--- src/chg_sup_cfg.svh ---
// Timing and code constants for the charger supervisor logic.
// Assumes a 100 MHz core clock; included by bare name.
`ifndef CHG_SUP_CFG_SVH
`define CHG_SUP_CFG_SVH
`define CLK_PERIOD_NS      10
`define CLK_HZ             100000000
`define BLINK_FAULT_ON_MS  167
`define BLINK_FAULT_OFF_MS 833
`define BLINK_OT_ON_MS     1000
`define BLINK_OT_OFF_MS    1000
`define MS_CYCLES          (`CLK_HZ / 1000)
`define WD_PERIOD_CYC      32'd3200000000
`define SAFE_PERIOD_CYC    32'd3600000000
`define END_QUAL_CYC       32'd1500000000
`define STATE_OFF          3'h0
`define STATE_TRICKLE      3'h1
`define STATE_FAST_CC      3'h2
`define STATE_FAST_CV      3'h3
`define STATE_DONE         3'h4
`define STATE_SAFE_END     3'h5
`define STATE_FAULT        3'h6
`define SYSEN_LDO          2'h0
`define SYSEN_BAT          2'h1
`define SYSEN_WEAK_ISO     2'h2
`define SYSEN_LDO_OR_WEAK  2'h3
`endif

--- src/chg_sup_pkg.sv ---
// Types shared by the charger supervisor files.
// Assumes nothing beyond a SystemVerilog compiler.
package chg_sup_pkg;
  typedef enum logic [2:0] {
    CH_OFF, CH_TRICKLE, CH_FAST_CC, CH_FAST_CV, CH_DONE, CH_STOPPED, CH_FAULT
  } charge_state_e;
  typedef enum logic [1:0] {
    LED_DARK, LED_ON, LED_BLINK_FAULT, LED_BLINK_HOT
  } led_mode_e;
endpackage

--- src/led_pattern.sv ---
// Indicator blink generator from a free-running counter.
// Assumes synchronous reset copy and one-cycle mode settling.
`include "chg_sup_cfg.svh"
module led_pattern (
  input  wire logic                  clk,
  input  wire logic                  rst_n,
  input  wire chg_sup_pkg::led_mode_e mode,
  output logic                       led_on
);
  localparam int unsigned FON  = `BLINK_FAULT_ON_MS * `MS_CYCLES;
  localparam int unsigned FPER = (`BLINK_FAULT_ON_MS + `BLINK_FAULT_OFF_MS) * `MS_CYCLES;
  localparam int unsigned TON  = `BLINK_OT_ON_MS * `MS_CYCLES;
  localparam int unsigned TPER = (`BLINK_OT_ON_MS + `BLINK_OT_OFF_MS) * `MS_CYCLES;
  logic [31:0]            cnt;
  chg_sup_pkg::led_mode_e last_mode;
  logic [31:0]            period;
  logic [31:0]            on_len;
  always_comb begin
    period = (mode == chg_sup_pkg::LED_BLINK_HOT) ? TPER : FPER;
    on_len = (mode == chg_sup_pkg::LED_BLINK_HOT) ? TON : FON;
  end
  always_ff @(posedge clk or negedge rst_n) begin
    if (!rst_n) begin
      cnt       <= 32'h0;
      last_mode <= chg_sup_pkg::LED_DARK;
    end else begin
      last_mode <= mode;
      if (mode != last_mode || cnt >= period - 32'h1) begin
        cnt <= 32'h0;
      end else begin
        cnt <= cnt + 32'h1;
      end
    end
  end
  always_ff @(posedge clk or negedge rst_n) begin
    if (!rst_n) begin
      led_on <= 1'b0;
    end else begin
      case (mode)
        chg_sup_pkg::LED_ON:          led_on <= 1'b1;
        chg_sup_pkg::LED_BLINK_FAULT,
        chg_sup_pkg::LED_BLINK_HOT:   led_on <= (mode == last_mode) && (cnt < on_len);
        default:                      led_on <= 1'b0;
      endcase
    end
  end
endmodule

--- src/charger_supervisor_logic.sv ---
// Supervisory logic of a linear battery charger: watchdog, safety timer,
// charge qualification, enables, system-enable and indicator.
// Assumes analogue comparators arrive as asynchronous levels and host
// register bits arrive as same-clock levels and one-cycle write pulses.
// How it works
// - Watchdog starts on first kick or strong battery
// - Watchdog expiry in charger mode starts safety timer
// - Safety start restores default input current limit when charge parameters were set
// - Safety period end stops charging, sets state
// - Low current for full time sets done
// - Current rising again restarts end timer
// - After done, recharge threshold restarts constant voltage
// - Recharge disabled sets recharge-needed status bit
// - Chip disable by register or pin two
// - Charge disable stops charging, regulator keeps running
// - Register enable write overrides pin setting
// - Start limit withholds charging above limit
// - Start limit off after reset, bit enables
// - System enable modes zero and one
// - Mode two: weak battery, no supply, monitor
// - Mode three: regulator, or charging above weak
// - Indicator off, on, or two blink patterns
// - Regulator mode overheat interrupt, then shutdown
// - Shutdown flag sticky until cleared and cooled
// - Early warning flag above warning temperature
// - Fault code six, cleared by fault write
`include "chg_sup_cfg.svh"
module charger_supervisor_logic #(
  parameter logic [31:0] WD_CYCLES   = `WD_PERIOD_CYC,
  parameter logic [31:0] SAFE_CYCLES = `SAFE_PERIOD_CYC,
  parameter logic [31:0] END_CYCLES  = `END_QUAL_CYC
) (
  input  wire logic       CLK_IN,
  input  wire logic       RST_N_IN,
  input  wire logic       WATCHDOG_KICK_BIT_IN,
  input  wire logic       CHIP_DISABLE_BIT_IN,
  input  wire logic       CHIP_DISABLE_PIN_EN_IN,
  input  wire logic       CONFIG_PIN_TWO_IN,
  input  wire logic       CHARGE_ENABLE_BIT_IN,
  input  wire logic       CHARGE_ENABLE_WRITE_IN,
  input  wire logic       CHARGE_PIN_EN_IN,
  input  wire logic       CONFIG_PIN_THREE_IN,
  input  wire logic       START_LIMIT_ENABLE_BIT_IN,
  input  wire logic       RECHARGE_DISABLE_BIT_IN,
  input  wire logic       CHARGE_PARAMS_SET_IN,
  input  wire logic       BATTERY_MONITOR_ENABLE_BIT_IN,
  input  wire logic [1:0] SYSEN_MODE_IN,
  input  wire logic       FAULT_CLEAR_WRITE_IN,
  input  wire logic       TSD_CLEAR_WRITE_IN,
  input  wire logic       TIMER_FAULT_IN,
  input  wire logic       BAT_ABOVE_WEAK_IN,
  input  wire logic       BAT_ABOVE_TRICKLE_IN,
  input  wire logic       BAT_ABOVE_START_LIMIT_IN,
  input  wire logic       BAT_AT_TERMINATION_IN,
  input  wire logic       BAT_SENSE_AT_RECHARGE_IN,
  input  wire logic       CURRENT_BELOW_END_IN,
  input  wire logic       SUPPLY_INPUT_OK_IN,
  input  wire logic       SYSTEM_VOLTAGE_OK_IN,
  input  wire logic       DIE_ABOVE_WARNING_IN,
  input  wire logic       DIE_ABOVE_INTERRUPT_IN,
  input  wire logic       DIE_ABOVE_SHUTDOWN_IN,
  output logic [2:0]      CHARGE_STATE_OUT,
  output logic            CHARGE_DONE_FLAG_OUT,
  output logic            RECHARGE_NEEDED_OUT,
  output logic            ILIM_DEFAULT_OUT,
  output logic            CHARGING_OUT,
  output logic            REGULATOR_ON_OUT,
  output logic            ISO_FET_DISABLE_OUT,
  output logic            SYSTEM_ENABLE_OUT,
  output logic            SYSTEM_ENABLE_OE_OUT,
  output logic            INDICATOR_OUTPUT_OUT,
  output logic            INDICATOR_OUTPUT_OE_OUT,
  output logic            THERMAL_SHUTDOWN_FLAG_OUT,
  output logic            EARLY_WARNING_FLAG_OUT,
  output logic            THERMAL_INT_OUT
);
  localparam int NSYNC = 12;
  logic             rst_meta;
  logic             rst_n;
  logic [NSYNC-1:0] async_in;
  logic [NSYNC-1:0] s1;
  logic [NSYNC-1:0] s2;
  logic [NSYNC-1:0] s3;
  logic [NSYNC-1:0] lv;
  logic             pin_two;
  logic             pin_three;
  logic             above_weak;
  logic             above_trk;
  logic             above_lim;
  logic             at_trm;
  logic             at_rch;
  logic             i_low;
  logic             vin_ok;
  logic             sys_ok;
  logic             hot_int;
  logic             hot_sd;
  logic             warn;
  logic             chip_off;
  logic             charge_en;
  logic             override_seen;
  logic             wd_running;
  logic [31:0]      wd_cnt;
  logic             wd_expire;
  logic             safe_running;
  logic [31:0]      safe_cnt;
  logic [31:0]      end_cnt;
  logic             withheld;
  logic             thermal_shutdown_flag;
  chg_sup_pkg::charge_state_e state;
  chg_sup_pkg::charge_state_e next_state;
  chg_sup_pkg::led_mode_e     led_mode;
  logic             charger_mode;
  logic             led_on;

  always_ff @(posedge CLK_IN or negedge RST_N_IN) begin
    if (!RST_N_IN) begin
      rst_meta <= 1'b0;
      rst_n    <= 1'b0;
    end else begin
      rst_meta <= 1'b1;
      rst_n    <= rst_meta;
    end
  end

  assign async_in = {CONFIG_PIN_TWO_IN, CONFIG_PIN_THREE_IN, BAT_ABOVE_WEAK_IN,
                     BAT_ABOVE_TRICKLE_IN, BAT_ABOVE_START_LIMIT_IN,
                     BAT_AT_TERMINATION_IN, BAT_SENSE_AT_RECHARGE_IN,
                     CURRENT_BELOW_END_IN, SUPPLY_INPUT_OK_IN, SYSTEM_VOLTAGE_OK_IN,
                     DIE_ABOVE_INTERRUPT_IN, DIE_ABOVE_SHUTDOWN_IN};
  // Change accepted only when second and third stages agree
  for (genvar i = 0; i < NSYNC; i++) begin : g_sync
    always_ff @(posedge CLK_IN or negedge rst_n) begin
      if (!rst_n) begin
        s1[i] <= 1'b0;
        s2[i] <= 1'b0;
        s3[i] <= 1'b0;
        lv[i] <= 1'b0;
      end else begin
        s1[i] <= async_in[i];
        s2[i] <= s1[i];
        s3[i] <= s2[i];
        if (s2[i] == s3[i]) begin
          lv[i] <= s3[i];
        end
      end
    end
  end
  assign {pin_two, pin_three, above_weak, above_trk, above_lim, at_trm, at_rch,
          i_low, vin_ok, sys_ok, hot_int, hot_sd} = lv;

  // Warning has its own stage set; kept apart to avoid widening the bus above
  logic w1, w2, w3;
  always_ff @(posedge CLK_IN or negedge rst_n) begin
    if (!rst_n) begin
      w1   <= 1'b0;
      w2   <= 1'b0;
      w3   <= 1'b0;
      warn <= 1'b0;
    end else begin
      w1 <= DIE_ABOVE_WARNING_IN;
      w2 <= w1;
      w3 <= w2;
      if (w2 == w3) begin
        warn <= w3;
      end
    end
  end

  assign chip_off = CHIP_DISABLE_BIT_IN || (CHIP_DISABLE_PIN_EN_IN && pin_two);

  // With pin enable set, pin three controls charging until software first writes the enable bit
  always_ff @(posedge CLK_IN or negedge rst_n) begin
    if (!rst_n) begin
      override_seen <= 1'b0;
    end else if (CHARGE_ENABLE_WRITE_IN) begin
      override_seen <= 1'b1;
    end
  end
  assign charge_en = (override_seen || !CHARGE_PIN_EN_IN) ? CHARGE_ENABLE_BIT_IN
                                                          : pin_three;

  always_ff @(posedge CLK_IN or negedge rst_n) begin
    if (!rst_n) begin
      wd_running <= 1'b0;
      wd_cnt     <= 32'h0;
    end else if (chip_off) begin
      wd_running <= 1'b0;
      wd_cnt     <= 32'h0;
    end else begin
      if (WATCHDOG_KICK_BIT_IN || above_weak) begin
        wd_running <= 1'b1;
      end
      if (WATCHDOG_KICK_BIT_IN || !wd_running) begin
        wd_cnt <= 32'h0;
      end else if (wd_cnt < WD_CYCLES) begin
        wd_cnt <= wd_cnt + 32'h1;
      end
    end
  end
  assign wd_expire = wd_running && !WATCHDOG_KICK_BIT_IN && (wd_cnt == WD_CYCLES - 32'h1);

  assign charger_mode = (state == chg_sup_pkg::CH_TRICKLE) ||
                        (state == chg_sup_pkg::CH_FAST_CC) ||
                        (state == chg_sup_pkg::CH_FAST_CV);

  always_ff @(posedge CLK_IN or negedge rst_n) begin
    if (!rst_n) begin
      safe_running     <= 1'b0;
      safe_cnt         <= 32'h0;
      ILIM_DEFAULT_OUT <= 1'b0;
    end else if (chip_off || !charger_mode) begin
      safe_running <= 1'b0;
      safe_cnt     <= 32'h0;
    end else if (wd_expire && !safe_running) begin
      safe_running <= 1'b1;
      safe_cnt     <= 32'h0;
      if (CHARGE_PARAMS_SET_IN) begin
        ILIM_DEFAULT_OUT <= 1'b1;
      end
    end else if (safe_running) begin
      safe_cnt <= safe_cnt + 32'h1;
    end
  end

  always_ff @(posedge CLK_IN or negedge rst_n) begin
    if (!rst_n) begin
      end_cnt <= 32'h0;
    end else if (state != chg_sup_pkg::CH_FAST_CV || !i_low) begin
      end_cnt <= 32'h0;
    end else if (end_cnt < END_CYCLES) begin
      end_cnt <= end_cnt + 32'h1;
    end
  end

  // Start limit only checked on the way into a charge cycle
  always_ff @(posedge CLK_IN or negedge rst_n) begin
    if (!rst_n) begin
      withheld <= 1'b0;
    end else if (state == chg_sup_pkg::CH_OFF) begin
      withheld <= START_LIMIT_ENABLE_BIT_IN && above_lim;
    end else begin
      withheld <= 1'b0;
    end
  end

  // Set wins over clear on the same cycle
  always_ff @(posedge CLK_IN or negedge rst_n) begin
    if (!rst_n) begin
      thermal_shutdown_flag <= 1'b0;
    end else if (hot_sd) begin
      thermal_shutdown_flag <= 1'b1;
    end else if (TSD_CLEAR_WRITE_IN) begin
      thermal_shutdown_flag <= 1'b0;
    end
  end

  always_comb begin
    next_state = state;
    case (state)
      chg_sup_pkg::CH_OFF: begin
        if (charge_en && !thermal_shutdown_flag && vin_ok && !withheld &&
            !(START_LIMIT_ENABLE_BIT_IN && above_lim)) begin
          next_state = above_trk ? chg_sup_pkg::CH_FAST_CC : chg_sup_pkg::CH_TRICKLE;
        end
      end
      chg_sup_pkg::CH_TRICKLE: begin
        if (above_trk) begin
          next_state = chg_sup_pkg::CH_FAST_CC;
        end
      end
      chg_sup_pkg::CH_FAST_CC: begin
        if (at_trm) begin
          next_state = chg_sup_pkg::CH_FAST_CV;
        end
      end
      chg_sup_pkg::CH_FAST_CV: begin
        if (end_cnt == END_CYCLES) begin
          next_state = chg_sup_pkg::CH_DONE;
        end
      end
      chg_sup_pkg::CH_DONE: begin
        if (at_rch && !RECHARGE_DISABLE_BIT_IN) begin
          next_state = chg_sup_pkg::CH_FAST_CV;
        end
      end
      chg_sup_pkg::CH_STOPPED: begin
        if (at_rch && !RECHARGE_DISABLE_BIT_IN) begin
          next_state = chg_sup_pkg::CH_FAST_CV;
        end
      end
      chg_sup_pkg::CH_FAULT: begin
        if (FAULT_CLEAR_WRITE_IN) begin
          next_state = chg_sup_pkg::CH_OFF;
        end
      end
      default: next_state = chg_sup_pkg::CH_OFF;
    endcase
    if (state != chg_sup_pkg::CH_FAULT) begin
      if (TIMER_FAULT_IN && charger_mode) begin
        next_state = chg_sup_pkg::CH_FAULT;
      end else if (charger_mode && safe_running && safe_cnt == SAFE_CYCLES - 32'h1) begin
        next_state = chg_sup_pkg::CH_STOPPED;
      end
    end
    if (chip_off || !charge_en || thermal_shutdown_flag || !vin_ok) begin
      next_state = chg_sup_pkg::CH_OFF;
    end
  end

  always_ff @(posedge CLK_IN or negedge rst_n) begin
    if (!rst_n) begin
      state <= chg_sup_pkg::CH_OFF;
    end else begin
      state <= next_state;
    end
  end

  always_ff @(posedge CLK_IN or negedge rst_n) begin
    if (!rst_n) begin
      CHARGE_STATE_OUT     <= `STATE_OFF;
      CHARGE_DONE_FLAG_OUT <= 1'b0;
      RECHARGE_NEEDED_OUT  <= 1'b0;
      CHARGING_OUT         <= 1'b0;
    end else begin
      case (next_state)
        chg_sup_pkg::CH_TRICKLE: CHARGE_STATE_OUT <= `STATE_TRICKLE;
        chg_sup_pkg::CH_FAST_CC: CHARGE_STATE_OUT <= `STATE_FAST_CC;
        chg_sup_pkg::CH_FAST_CV: CHARGE_STATE_OUT <= `STATE_FAST_CV;
        chg_sup_pkg::CH_DONE:    CHARGE_STATE_OUT <= `STATE_DONE;
        chg_sup_pkg::CH_STOPPED: CHARGE_STATE_OUT <= `STATE_SAFE_END;
        chg_sup_pkg::CH_FAULT:   CHARGE_STATE_OUT <= `STATE_FAULT;
        default:                 CHARGE_STATE_OUT <= `STATE_OFF;
      endcase
      CHARGING_OUT         <= (next_state == chg_sup_pkg::CH_TRICKLE) ||
                              (next_state == chg_sup_pkg::CH_FAST_CC) ||
                              (next_state == chg_sup_pkg::CH_FAST_CV);
      CHARGE_DONE_FLAG_OUT <= (next_state == chg_sup_pkg::CH_DONE);
      RECHARGE_NEEDED_OUT  <= (state == chg_sup_pkg::CH_DONE) && at_rch &&
                              RECHARGE_DISABLE_BIT_IN;
    end
  end

  always_ff @(posedge CLK_IN or negedge rst_n) begin
    if (!rst_n) begin
      REGULATOR_ON_OUT          <= 1'b0;
      THERMAL_INT_OUT           <= 1'b0;
      THERMAL_SHUTDOWN_FLAG_OUT <= 1'b0;
      EARLY_WARNING_FLAG_OUT    <= 1'b0;
      ISO_FET_DISABLE_OUT       <= 1'b0;
      SYSTEM_ENABLE_OUT         <= 1'b0;
    end else begin
      REGULATOR_ON_OUT          <= !chip_off && !thermal_shutdown_flag && vin_ok;
      THERMAL_INT_OUT           <= !chip_off && !charger_mode && vin_ok && hot_int;
      THERMAL_SHUTDOWN_FLAG_OUT <= thermal_shutdown_flag | hot_sd;
      EARLY_WARNING_FLAG_OUT    <= warn && !chip_off;
      ISO_FET_DISABLE_OUT       <= (SYSEN_MODE_IN == `SYSEN_WEAK_ISO) && !vin_ok &&
                                   BATTERY_MONITOR_ENABLE_BIT_IN && !above_weak;
      case (SYSEN_MODE_IN)
        `SYSEN_LDO:      SYSTEM_ENABLE_OUT <= !chip_off && vin_ok && sys_ok;
        `SYSEN_BAT:      SYSTEM_ENABLE_OUT <= above_weak && charger_mode;
        `SYSEN_WEAK_ISO: SYSTEM_ENABLE_OUT <= !vin_ok && BATTERY_MONITOR_ENABLE_BIT_IN &&
                                              !above_weak;
        default:         SYSTEM_ENABLE_OUT <= charger_mode ? above_weak
                                              : (vin_ok && !charge_en);
      endcase
    end
  end
  assign SYSTEM_ENABLE_OE_OUT = SYSTEM_ENABLE_OUT;

  always_comb begin
    if (chip_off) begin
      led_mode = chg_sup_pkg::LED_DARK;
    end else if (thermal_shutdown_flag) begin
      led_mode = chg_sup_pkg::LED_BLINK_HOT;
    end else if (state == chg_sup_pkg::CH_FAULT || state == chg_sup_pkg::CH_STOPPED) begin
      led_mode = chg_sup_pkg::LED_BLINK_FAULT;
    end else if (charger_mode) begin
      led_mode = chg_sup_pkg::LED_ON;
    end else begin
      led_mode = chg_sup_pkg::LED_DARK;
    end
  end

  led_pattern u_led (
    .clk    (CLK_IN),
    .rst_n  (rst_n),
    .mode   (led_mode),
    .led_on (led_on)
  );
  assign INDICATOR_OUTPUT_OUT    = 1'b0;
  assign INDICATOR_OUTPUT_OE_OUT = led_on;

  wd_start_a: assert property (@(posedge CLK_IN) disable iff (!rst_n)
    (WATCHDOG_KICK_BIT_IN && !chip_off) |=> wd_running && wd_cnt == 32'h0)
    else $error("watchdog not started by kick");
  safe_start_a: assert property (@(posedge CLK_IN) disable iff (!rst_n)
    (wd_expire && charger_mode && !chip_off && !safe_running) |=> safe_running)
    else $error("safety timer not started");
  ilim_def_a: assert property (@(posedge CLK_IN) disable iff (!rst_n)
    (wd_expire && charger_mode && !chip_off && !safe_running && CHARGE_PARAMS_SET_IN)
      |=> ILIM_DEFAULT_OUT)
    else $error("input limit not defaulted");
  done_flag_a: assert property (@(posedge CLK_IN) disable iff (!rst_n)
    $rose(CHARGE_DONE_FLAG_OUT) |-> $past(end_cnt) == END_CYCLES)
    else $error("done before qualification");
  end_reset_a: assert property (@(posedge CLK_IN) disable iff (!rst_n)
    (!i_low) |=> end_cnt == 32'h0)
    else $error("end timer not restarted");
  chip_off_a: assert property (@(posedge CLK_IN) disable iff (!rst_n)
    chip_off |=> !CHARGING_OUT && !REGULATOR_ON_OUT)
    else $error("charging while chip disabled");
  tsd_hold_a: assert property (@(posedge CLK_IN) disable iff (!rst_n)
    (thermal_shutdown_flag && !TSD_CLEAR_WRITE_IN) |=> thermal_shutdown_flag ##1 !CHARGING_OUT)
    else $error("shutdown flag lost");
  fault_code_a: assert property (@(posedge CLK_IN) disable iff (!rst_n)
    (state == chg_sup_pkg::CH_FAULT) |-> CHARGE_STATE_OUT == `STATE_FAULT)
    else $error("fault code wrong");
  limit_hold_a: assert property (@(posedge CLK_IN) disable iff (!rst_n)
    (state == chg_sup_pkg::CH_OFF && START_LIMIT_ENABLE_BIT_IN && above_lim)
      |=> state == chg_sup_pkg::CH_OFF)
    else $error("charge started above limit");
endmodule

--- config.mk ---
export PLATFORM = sky130hd
export DESIGN_NAME = charger_supervisor_logic
export DESIGN_NICKNAME = d
export VERILOG_FILES = /design/src/chg_sup_pkg.sv /design/src/led_pattern.sv /design/src/charger_supervisor_logic.sv
export VERILOG_INCLUDE_DIRS = /design/src
export SDC_FILE = /design/constraint.sdc
export NUM_CORES = 1
export LEC_CHECK = 0
export BUFFER_PORTS_ARGS = -buffer_cell sky130_fd_sc_hd__buf_2
export CAP_MARGIN = 20
export CORE_ASPECT_RATIO = 1.5
export CORE_UTILIZATION = 31
export CTS_CLUSTER_SIZE = 10
export DETAILED_ROUTE_END_ITERATION = 7
export HOLD_SLACK_MARGIN = 0.08
export SLEW_MARGIN = 5
export SYNTH_ARGS = -nofsm -noshare
export SYNTH_HDL_FRONTEND = slang
export SYNTH_HIERARCHICAL = 1
export SYNTH_SLANG_ARGS = --single-unit
--- constraint.sdc ---
create_clock -name CLK_IN -period 5.65 [get_ports CLK_IN]
set_input_delay 0.2825 -clock CLK_IN [delete_from_list [all_inputs] [get_ports CLK_IN]]
set_output_delay 0.2825 -clock CLK_IN [all_outputs]
set_load 0.1 [all_outputs]
# Word-level counts from Yosys, hierarchy flattened
# Index checks and enable logic that the tools add are counted.
[totals]
latch_bits = 0
output_inout_bits = 16
ff_bits = 206
ramBits = 0
wordCells = 235
mem_bits_ro = 0
mem_count = 0
[op_classes]
n_mul = 0
n_div = 0
add_sub_neg = 5
shift = 0
n_bitwise = 2
n_lt_le_gt_ge = 4
eq_ne = 37
n_reduce_logical = 71
muxes = 39
[op_table]
columns = ["cell", "count"]
rows = [
  ["two-way mux 32 bit", 9],
  ["adder 32 x 1 -> 32 bit, second input constant", 4],
  ["== test 32 bit, second input constant", 2],
  ["case mux 3 bit (6 select lines)", 2],
  ["== test 32 x 31 -> 1 bit, second input constant", 1],
  ["greater-or-equal comparator 32 bit", 1],
  ["< comparator 32 x 31 -> 1 bit, second input constant", 1],
  ["< comparator 32 bit", 1],
  ["< comparator 32 bit, second input constant", 1],
  ["subtractor 32 x 1 -> 32 bit, second input constant", 1],
  ["logical AND 1 bit", 31],
  ["two-way mux 3 bit", 10],
  ["two-way mux 28 bit", 1],
  ["two-way mux 27 bit", 1],
  ["== test 3 bit, second input constant", 6],
  ["logical OR 1 bit", 15],
  ["zero test 1 bit", 14],
  ["== test 1 bit", 13],
  ["== test 3 x 2 -> 1 bit, second input constant", 4],
  ["two-way mux 1 bit", 10],
  ["two-way mux 2 bit", 4],
  ["nonzero test 2 bit", 4],
  ["== test 2 bit, second input constant", 3],
  ["== test 3 x 1 -> 1 bit, second input constant", 2],
  ["other kinds (14)", 17],
]

# Longest topological paths before layout
# Gate-level depths: netlist of the first run.
[depth]
depth_word = 16
ltp_mapped = 15

# Cells and area by module
# Netlist of the first run, hierarchy kept.
[modules_own_cells]
columns = ["mod", "instances", "cells_per_inst", "area_each_um2"]
rows = [
  ["charger_supervisor_logic", 1, 737, 7752.4],
  ["led_pattern", 1, 214, 2130.8],
]

# Worst setup path after synthesis of the first run
# No wires, ideal clock.
[synth_path]
path_type = "reg-to-reg"
start = "register state[1]"
end = "register u_led.led_on"
path_slack_ns = 2.560
synth_period_minus_slack_ns = 3.090
t_arrival_ns = 2.943
t_required_ns = 5.503
path_stages_with_launch = 14
path_cell_list = "dfrtp_1 buf_1 xor2_1 a21oi_1 nor2b_1 and2_4 buf_6 inv_1 ha_1 nand2b_1 nor4b_1 o211ai_1 a211oi_1 o221ai_1"
[synth_between]
word_cells_on_any_way = 21
classes_between = "order compare (1); eq/ne (9); mux (6); reduce/logical (5)"
[synth_lines]
columns = ["element", "line_no", "source"]
rows = [
  ["from (decl)", "charger_supervisor_logic.sv:109", "chg_sup_pkg::charge_state_e state;"],
  ["from (signal assigned)", "charger_supervisor_logic.sv:312", "state <= chg_sup_pkg::CH_OFF;"],
  ["from (signal assigned)", "charger_supervisor_logic.sv:314", "state <= next_state;"],
  ["== test 3 bit", "charger_supervisor_logic.sv:375", "end else if (state == chg_sup_pkg::CH_FAULT || state == chg_sup_pkg::CH_STOPPED) begin"],
  ["logical OR 1 bit (*)", "charger_supervisor_logic.sv:375", ""],
  ["two-way mux 2 bit (*)", "charger_supervisor_logic.sv:375", ""],
  ["two-way mux 2 bit (*)", "charger_supervisor_logic.sv:373", "end else if (thermal_shutdown_flag) begin"],
  ["two-way mux 2 bit (*)", "charger_supervisor_logic.sv:371", "if (chip_off) begin"],
  ["named net led_mode[1]", "charger_supervisor_logic.sv:111", "chg_sup_pkg::led_mode_e led_mode;"],
  ["== test 2 bit", "led_pattern.sv:20, led_pattern.sv:39", ""],
  ["two-way mux 27 bit", "led_pattern.sv:20", "on_len = (mode == chg_sup_pkg::LED_BLINK_HOT) ? TON : FON;"],
  ["< comparator 32 bit", "led_pattern.sv:42", "chg_sup_pkg::LED_BLINK_HOT: led_on <= (mode == last_mode) && (cnt < on_len);"],
  ["logical AND 1 bit", "led_pattern.sv:42", ""],
  ["case mux 1 bit (2 select lines) (*)", "led_pattern.sv:39", "case (mode)"],
  ["to (signal assigned)", "led_pattern.sv:42", ""],
  ["to (decl)", "led_pattern.sv:8", "output logic led_on"],
]
# The timed path passes the listed nets; every way through them passes the cells marked *.
# A chain may end at the register's enable or synchronous reset.

# Worst setup path after layout of the first run
[layout_path]
start = "register state[1]"
end = "register u_led.cnt[16]"
[layout_between]
word_cells_on_any_way = 19
classes_between = "add/sub (1); order compare (1); eq/ne (7); mux (6); reduce/logical (4)"
[layout_lines]
columns = ["element", "line_no", "source"]
rows = [
  ["== test 3 bit", "charger_supervisor_logic.sv:375", ""],
  ["logical OR 1 bit (*)", "charger_supervisor_logic.sv:375", ""],
  ["two-way mux 2 bit (*)", "charger_supervisor_logic.sv:375", ""],
  ["two-way mux 2 bit (*)", "charger_supervisor_logic.sv:373", ""],
  ["two-way mux 2 bit (*)", "charger_supervisor_logic.sv:371", ""],
  ["named net led_mode[1]", "charger_supervisor_logic.sv:111", ""],
  ["== test 2 bit", "led_pattern.sv:19", "period = (mode == chg_sup_pkg::LED_BLINK_HOT) ? TPER : FPER;"],
  ["two-way mux 28 bit", "led_pattern.sv:19", ""],
  ["subtractor 32 x 1 -> 32 bit", "led_pattern.sv:28", "if (mode != last_mode || cnt >= period - 32'h1) begin"],
  ["greater-or-equal comparator 32 bit", "led_pattern.sv:28", ""],
  ["logical OR 1 bit (*)", "led_pattern.sv:28", ""],
  ["two-way mux 32 bit (*)", "led_pattern.sv:28", ""],
  ["to (signal assigned)", "led_pattern.sv:31", "cnt <= cnt + 32'h1;"],
  ["to (decl)", "led_pattern.sv:14", "logic [31:0] cnt;"],
]
# Marked as above.

==> impl_metrics.py, run 1 <==
metrics = {
    "clock_network": {
        "cts_hold_buf": 23,
        "cts_root_buf": "clkbuf_16",
        "postCtsResizedCells": 0,
        "postCtsSetupRepairBufs": 0,
        "cts_tree": "done",
        "clk_latency_ns": 0.51,
        "clock_sinks": 206,
        "cts_buffers": 25,
        "cts_buffer_depth": 3,
        "h-tree-depth": 1,
        "path_clk_slew_ns": 0.05,
    },
    "detailed_routing": {
        "wl_per_cell_um": 14.70,
        "m1WireLength_um": 9372,
        "routed-wl-met3_um": 599,
        "first_iter_violations": 297,
        "dr.pass1.iters": 4,
        "met2_length_um": 10390,
        "drt_wl_total_um": 21030,
        "vias": 7103,
        "drc_errors": 0,
        "routed.top_layer": "met4",
        "viasPerCell": 4.964,
        "postRouteAntennaNets": 0,
    },
    "global_routing": {
        "grtUsageTotal": 0.1334,
        "grt_pass1_wl_um": 35450,
        "grt_remaining_overflow": 0,
        "grt_max_degree": 153,
        "antenna_found_initial": 0,
        "grt_pass1_vias": 7092,
    },
    "sta": {
        "fin_worst_skew_ns": 0.008415,
        "fin_crit_ns": 3.529,
        "fin_crit_sh": 0.6247,
        "relSlewSlack": 0.4396,
        "fmax_ghz": 0.2833,
        "tns_ns": 0,
        "hold_violations": 0,
        "drv_slew": 0,
        "rsz0062_at_grt": "no",
        "tightestPinTransition_ns": 0.8406,
        "setup_viol": 0,
    },
    "synth": {
        "postSynthAreaPerCell_um2": 10.39,
        "yosysWarningCount": 6,
        "synth_top_area_frac": 0.5216,
        "syn_inst": 951,
        "yosysTopAreaCell": "dfrtp_1",
        "async_reset_ff_frac": 1.000,
        "yosysSeqAreaShare": 0.5216,
        "synth-edff-count": 0,
        "synth_area_mm2": 0.009883,
        "synth_flop_cell": "dfrtp_1",
        "ys_seq_elements": 206,
        "synthTopCellsByArea": "dfrtp_1 52%, xnor2_1 5.5%, nor2_1 4.1%",
        "ys_types": 73,
        "ys_top_cells_by_count": "206 x dfrtp_1, 108 x nor2_1, 71 x nand2_1, 62 x xnor2_1, 48 x nand3_1",
        "synth.most_common_cell": "dfrtp_1",
    },
    "critical_path": {
        "critPathLaunchType": "flip-flop",
        "reg2reg_depth": 10,
        "path_cells": "xor2_1 -> a21oi_1 -> nor2b_1 -> and2_4 -> inv_1 -> ha_1 -> o21ai_1 -> a2111o_1 -> buf_8 -> nor3_1",
        "critical_path.max_stage_delay_ns": 0.68,
        "rr_startpoint": "state[1]$_DFF_PN0_",
        "worstPathMaxFanout": 15,
        "path_class": "flip-flop to flip-flop",
        "rrSetupSlack_ns": 2.12,
        "arrival_ns": 3.95,
        "worstSetupStartpoint": "state[1]$_DFF_PN0_",
        "cp_slowest_cell": "a2111o_1",
        "worstPathRequired_ns": 6.07,
        "r2r_end": "u_led/cnt[16]$_DFF_PN0_",
        "critPathCaptureType": "flip-flop",
        "worstSetupEndpoint": "u_led/cnt[16]$_DFF_PN0_",
    },
    "cells_and_area": {
        "drive_gt1_frac": 0.1170,
        "antennaDiodeCount": 0,
        "area_growth_syn_to_layout_pct": 15.51,
        "nFillCells": 3147,
        "final_area_mm2": 0.01142,
        "instances_no_fill": 1431,
        "final_nets": 1064,
    },
    "placement": {
        "place_area_mm2": 0.01050,
        "hpwl_um": 14140,
        "port_buffers": 44,
        "gp_congestion": 0.8148,
        "placed_cells": 1374,
    },
    "power": {
        "irDropWorstVdd_uv": 252.5,
        "p_leak_nw": 4.593,
        "powerDensity_mw_per_mm2": 268.7,
    },
    "die": {
        "dieHeight_um": 220.7,
        "start_util": 0.3164,
        "core_area_mm2": 0.03124,
        "fp.dieW_um": 147.8,
        "io_pins": 46,
        "die_area_mm2": 0.03261,
        "placementRows": 79,
    },
    "worst_hold_path": {
        "hold_path.class": "input pin to flip-flop",
        "holdPathStages": 2,
    },
    "status": {
        "status": "finished, final reports clean",
    },
    "flow_run": {
        "cap_violations": 0,
    },
}
cells by family (layout without fill, tap and decap cells):
| kind of cell | after synthesis | in the layout | synth area share |
|---|---|---|---|
| DFF | 206 | 206 | 0.5216 |
| buffers and inverters | 53 | 126 | 0.02658 |
| other | 3 | 5 | 0.001139 |
| muxes | 3 | 3 | 0.003038 |
| and+or+nand+nor | 460 | 460 | 0.2550 |
| adders and majority gates | 29 | 29 | 0.03329 |
| AOI/OAI and AO/OA | 95 | 95 | 0.06900 |
| xor gates and xnor gates | 102 | 102 | 0.09039 |
area by class of cell:
type	count	area [um^2]	area share
Sequential cell	206	5159	0.4519
Multi-Input combinational cell	694	4477	0.3922
Clock buffer	33	675.6	0.05918
Timing Repair Buffer	74	523.0	0.04581
Tap cell	405	506.7	0.04439
Inverter	18	67.56	0.005918
Clock inverter	1	7.507	0.0006576
worst min path at each step:
stage | slack [ns] | to | startpoint
finish | 0.15 | ISO_FET_DISABLE_OUT$_DFF_PN0_ | SYSEN_MODE_IN[1]
detailed placement | 0.07 | rst_meta$_DFF_PN0_ | RST_N_IN
global route | 0.15 | ISO_FET_DISABLE_OUT$_DFF_PN0_ | SYSEN_MODE_IN[1]
floorplan | -0.01 | rst_meta$_DFF_PN0_ | RST_N_IN
global placement | 0.07 | rst_meta$_DFF_PN0_ | RST_N_IN
CTS | 0.12 | ISO_FET_DISABLE_OUT$_DFF_PN0_ | SYSEN_MODE_IN[1]
cells in the final DEF, fill, tap and decap left out, drive strengths merged, types with 4 or more instances in the layout:
cell type / count
nor3b: 8
a31oi: 9
nand3: 49
nand4b: 4
or2: 6
nand2b: 5
o21ai: 16
nand2: 71
nor3: 54
or3: 10
buf: 51
a21o: 4
or4: 5
dfrtp: 206
nor4b: 11
nor2: 108
nor2b: 4
xnor2: 62
a31o: 7
o211ai: 7
ha: 15
and2: 16
and4: 9
and3: 39
a21oi: 25
nand4: 31
o21a: 5
dlygate4sd3: 23
maj3: 14
clkbuf: 33
conb: 5
nor4: 23
inv: 18
xor2: 40
sequential cells by signal (all words and copies together) (netlist names), 2 cells and up:
register,cells
CHARGE_STATE_OUT,3
u_led/cnt,32
s1,12
s3,12
state,3
wd_cnt,32
s2,12
u_led/last_mode,2
safe_cnt,32
end_cnt,32
power breakdown:
group,total (mW),leakage [nW],internal (mW),switching (mW)
sequential,1.54,2.73,1.51,0.0298
combinational,0.129,1.54,0.0426,0.0867
clock,1.40,0.330,0.820,0.579
layer usage:
| metal | vias to the layer above | global-route usage |
|---|---|---|
| met5 | - | 0 |
| met2 | 106 | 0.2338 |
| met3 | 43 | 0.01814 |
| met4 | 0 | 0.05395 |
| li1 | 3482 | - |
| met1 | 3472 | 0.1649 |
metrics by stage:
step	setup WS, ns	hold slack, ns	total power, mW	utilization
final	2.121	0.1519	3.067	0.3655
after detailed placement	2.130	0.07315	1.686	0.3362
after CTS	2.087	0.1150	3.126	0.3655
after floorplan	2.258	-0.01309	1.640	-
after global placement	2.133	0.07017	1.683	0.3358
after global routing	1.747	0.1516	3.194	0.3655
critical path: cells and delay by family (launching register included):
family / cells / cell delay [ns]
adder cells (fa/ha/maj): 1 / 0.39
XOR/XNOR: 1 / 0.18
AND/OR/NAND/NOR: 3 / 0.99
flip-flops: 1 / 0.56
buffers and inverters: 2 / 0.46
AO/OA/AOI/OAI: 3 / 0.86
Note: power is estimated with default switching activity, not from simulation.
==> run 2: changes to the inputs <==
Clock period 5.65 ns to 2.8 ns, I/O delays scaled along.
==> run 2 against run 1 <==
Effect of this change:
- clock power grew 120%
- critical path depth grew 1
- via count grew 2.8%
- worst hold slack lost 0.026 ns
- die area is the same
- critical endpoint is now u_led/led_on$_DFF_PN0_
- highest routed layer is now met5
==> impl_metrics.py, run 2 (same netlist as run 1, synthesis figures left out) <==
metrics = {
    "clock_network": {
        "cts_root_buf": "clkbuf_16",
        "h-tree-depth": 1,
        "path_clk_slew_ns": 0.06,
        "clk_latency_ns": 0.53,
        "cts_buffer_depth": 3,
        "clock_sinks": 206,
        "cts_buffers": 26,
        "cts_tree": "done",
    },
    "global_routing": {
        "grt_max_degree": 44,
        "grt_pass1_wl_um": 37790,
        "grt_remaining_overflow": 0,
        "grt_pass1_vias": 7342,
        "antenna_found_initial": 1,
        "grtUsageTotal": 0.1430,
    },
    "critical_path": {
        "critPathLaunchType": "flip-flop",
        "crit_family": "simple AND/OR/NAND/NOR gates",
        "path_class": "flip-flop to flip-flop",
        "worstPathMaxFanout": 5,
        "critical_path.max_stage_delay_ns": 0.40,
        "cp_slowest_cell": "dfrtp_1",
        "crit_buf_inv": 1,
        "critPathCaptureType": "flip-flop",
        "path_cells": "xor2_1 -> a21oi_1 -> nor2b_4 -> and2_4 -> clkinvlp_4 -> ha_1 -> nand2b_1 -> nor4b_2 -> o211ai_1 -> a211oi_1 -> o221ai_1",
        "worstPathRequired_ns": 3.18,
        "arrival_ns": 3.01,
    },
    "sta": {
        "setup_viol": 0,
        "fin_worst_skew_ns": 0.007587,
        "hold_violations": 0,
        "fin_crit_ns": 2.630,
        "relSlewSlack": 0.4326,
        "rsz0062_at_grt": "no",
        "fmax_ghz": 0.3802,
        "tns_ns": 0,
        "fin_crit_sh": 0.9393,
        "tightestPinTransition_ns": 0.8512,
        "drv_slew": 0,
    },
    "die": {
        "fp.dieW_um": 147.8,
        "die_area_mm2": 0.03261,
        "start_util": 0.3164,
        "dieHeight_um": 220.7,
        "placementRows": 79,
        "io_pins": 46,
        "core_area_mm2": 0.03124,
    },
    "detailed_routing": {
        "vias": 7305,
        "drc_errors": 0,
        "postRouteAntennaNets": 0,
        "drt_wl_total_um": 22600,
        "wl_per_cell_um": 15.42,
        "viasPerCell": 4.983,
        "met2_length_um": 11630,
        "first_iter_violations": 344,
        "routed-wl-met3_um": 791,
        "routed.top_layer": "met5",
        "dr.pass1.iters": 5,
        "m1WireLength_um": 9631,
    },
    "power": {
        "power.share.switching": 0.2246,
        "seq_power_share": 0.475,
        "irDropWorstVdd_uv": 390.8,
        "clock_power_share": 0.478,
        "p_leak_nw": 4.800,
        "power_frac_comb": 0.048,
        "p_int_mw": 5.052,
        "p_switching_mw": 1.463,
        "powerDensity_mw_per_mm2": 550.5,
    },
    "placement": {
        "hpwl_um": 15490,
        "placed_cells": 1393,
        "port_buffers": 44,
        "gp_congestion": 0.8140,
    },
    "cells_and_area": {
        "final_nets": 1095,
        "nFillCells": 3107,
        "area_growth_syn_to_layout_pct": 19.75,
        "drive_gt1_frac": 0.1472,
        "regArea_mm2": 0.005159,
        "instances_no_fill": 1466,
        "final_cell_mix": "205 x dfrtp_1, 108 x nor2_1, 71 x nand2_1",
        "final_common_cell": "dfrtp_1",
        "multi_input_area_mm2": 0.004527,
    },
    "worst_hold_path": {
        "hold_path.class": "input pin to flip-flop",
    },
    "status": {
        "status": "finished, final reports clean",
    },
    "flow_run": {
        "cap_violations": 0,
    },
}
## run 2: cell count changes in the layout (fill, tap and decap cells not counted), sizes merged
cell,delta
buf,+24
clkbuf,+2
clkinvlp,+3
bufinv,+1
dlygate4sd3,+5
inv,-1
diode,+1
## run 2: tightest hold or removal path, stage by stage
cell and delay [ns]:
buf_2 0.09, nand2_1 0.05, a31oi_1 0.20, a31oi_1 0.12
## run 2: worst paths after layout
check                      depth (start not counted)  slack (ns)                             to                  from
min in group asynchronous                          0        0.21      override_seen$_DFFE_PN0P_       rst_n$_DFF_PN0_
max in group asynchronous                          1        1.87         CHARGING_OUT$_DFF_PN0_       rst_n$_DFF_PN0_
max reg2reg                                       11        0.17         u_led/led_on$_DFF_PN0_    state[0]$_DFF_PN0_
min reg2reg                                        0        0.21      override_seen$_DFFE_PN0P_       rst_n$_DFF_PN0_
min                                                4        0.13  CHARGE_STATE_OUT[1]$_DFF_PN0_  FAULT_CLEAR_WRITE_IN
max                                               11        0.17         u_led/led_on$_DFF_PN0_    state[0]$_DFF_PN0_
## run 2: routing by layer
layer  vias to the layer above  track usage
met5                         -            0
met4                         2      0.05292
met3                        34      0.01918
met2                       125       0.2547
met1                      3585       0.1755
li1                       3559            -
## run 2: final cells by class
class                   instances  share of cell area
inverters                      18            0.006026
well taps                     405             0.04282
clock inverters                 3            0.003806
repair buffers                103             0.06618
repair inverters                1           0.0004229
clock buffers                  35             0.06216
multi-input cells             694              0.3825
diodes                          1           0.0002114
flip-flops and latches        206              0.4359
## run 2: per-stage QoR
stage	util	setup WS, ns	hold slack (ns)	cell area, um^2	total power [mW]
CTS	0.3772	0.03895	0.09593	11780	6.639
floorplan	-	0.007811	-0.1556	9960	3.315
detailed placement	0.3431	-0.04864	-0.06636	10720	3.422
global route	0.3788	0.03280	0.1384	11830	6.794
finish	0.3789	0.1701	0.1256	11840	6.515
global placement	0.3431	0.02923	-0.07468	10720	3.418
## run 2: power by group through the flow
| stage | Clock (mW) | Sequential (mW) | Combinational (mW) |
|---|---|---|---|
| 2_1_floorplan | 0 | 3.22 | 0.0986 |
| 3_3_place_gp | 0 | 3.14 | 0.274 |
| 3_5_place_dp | 0 | 3.15 | 0.277 |
| 4_1_cts | 3.24 | 3.09 | 0.310 |
| 5_1_grt | 3.35 | 3.10 | 0.341 |
| 6_report | 3.11 | 3.09 | 0.310 |
## run 2: repair_timing
| action | in CTS | in global routing |
|---|---|---|
| gates resized for setup | 1 | 1 |
| setup buffers | 0 | 5 |
| setup endpoints to repair | 1 | 30 |
| endpoints found under the hold margin | 28 | 0 |
| gates cloned | 0 | 1 |
| hold buffers | 28 | 0 |
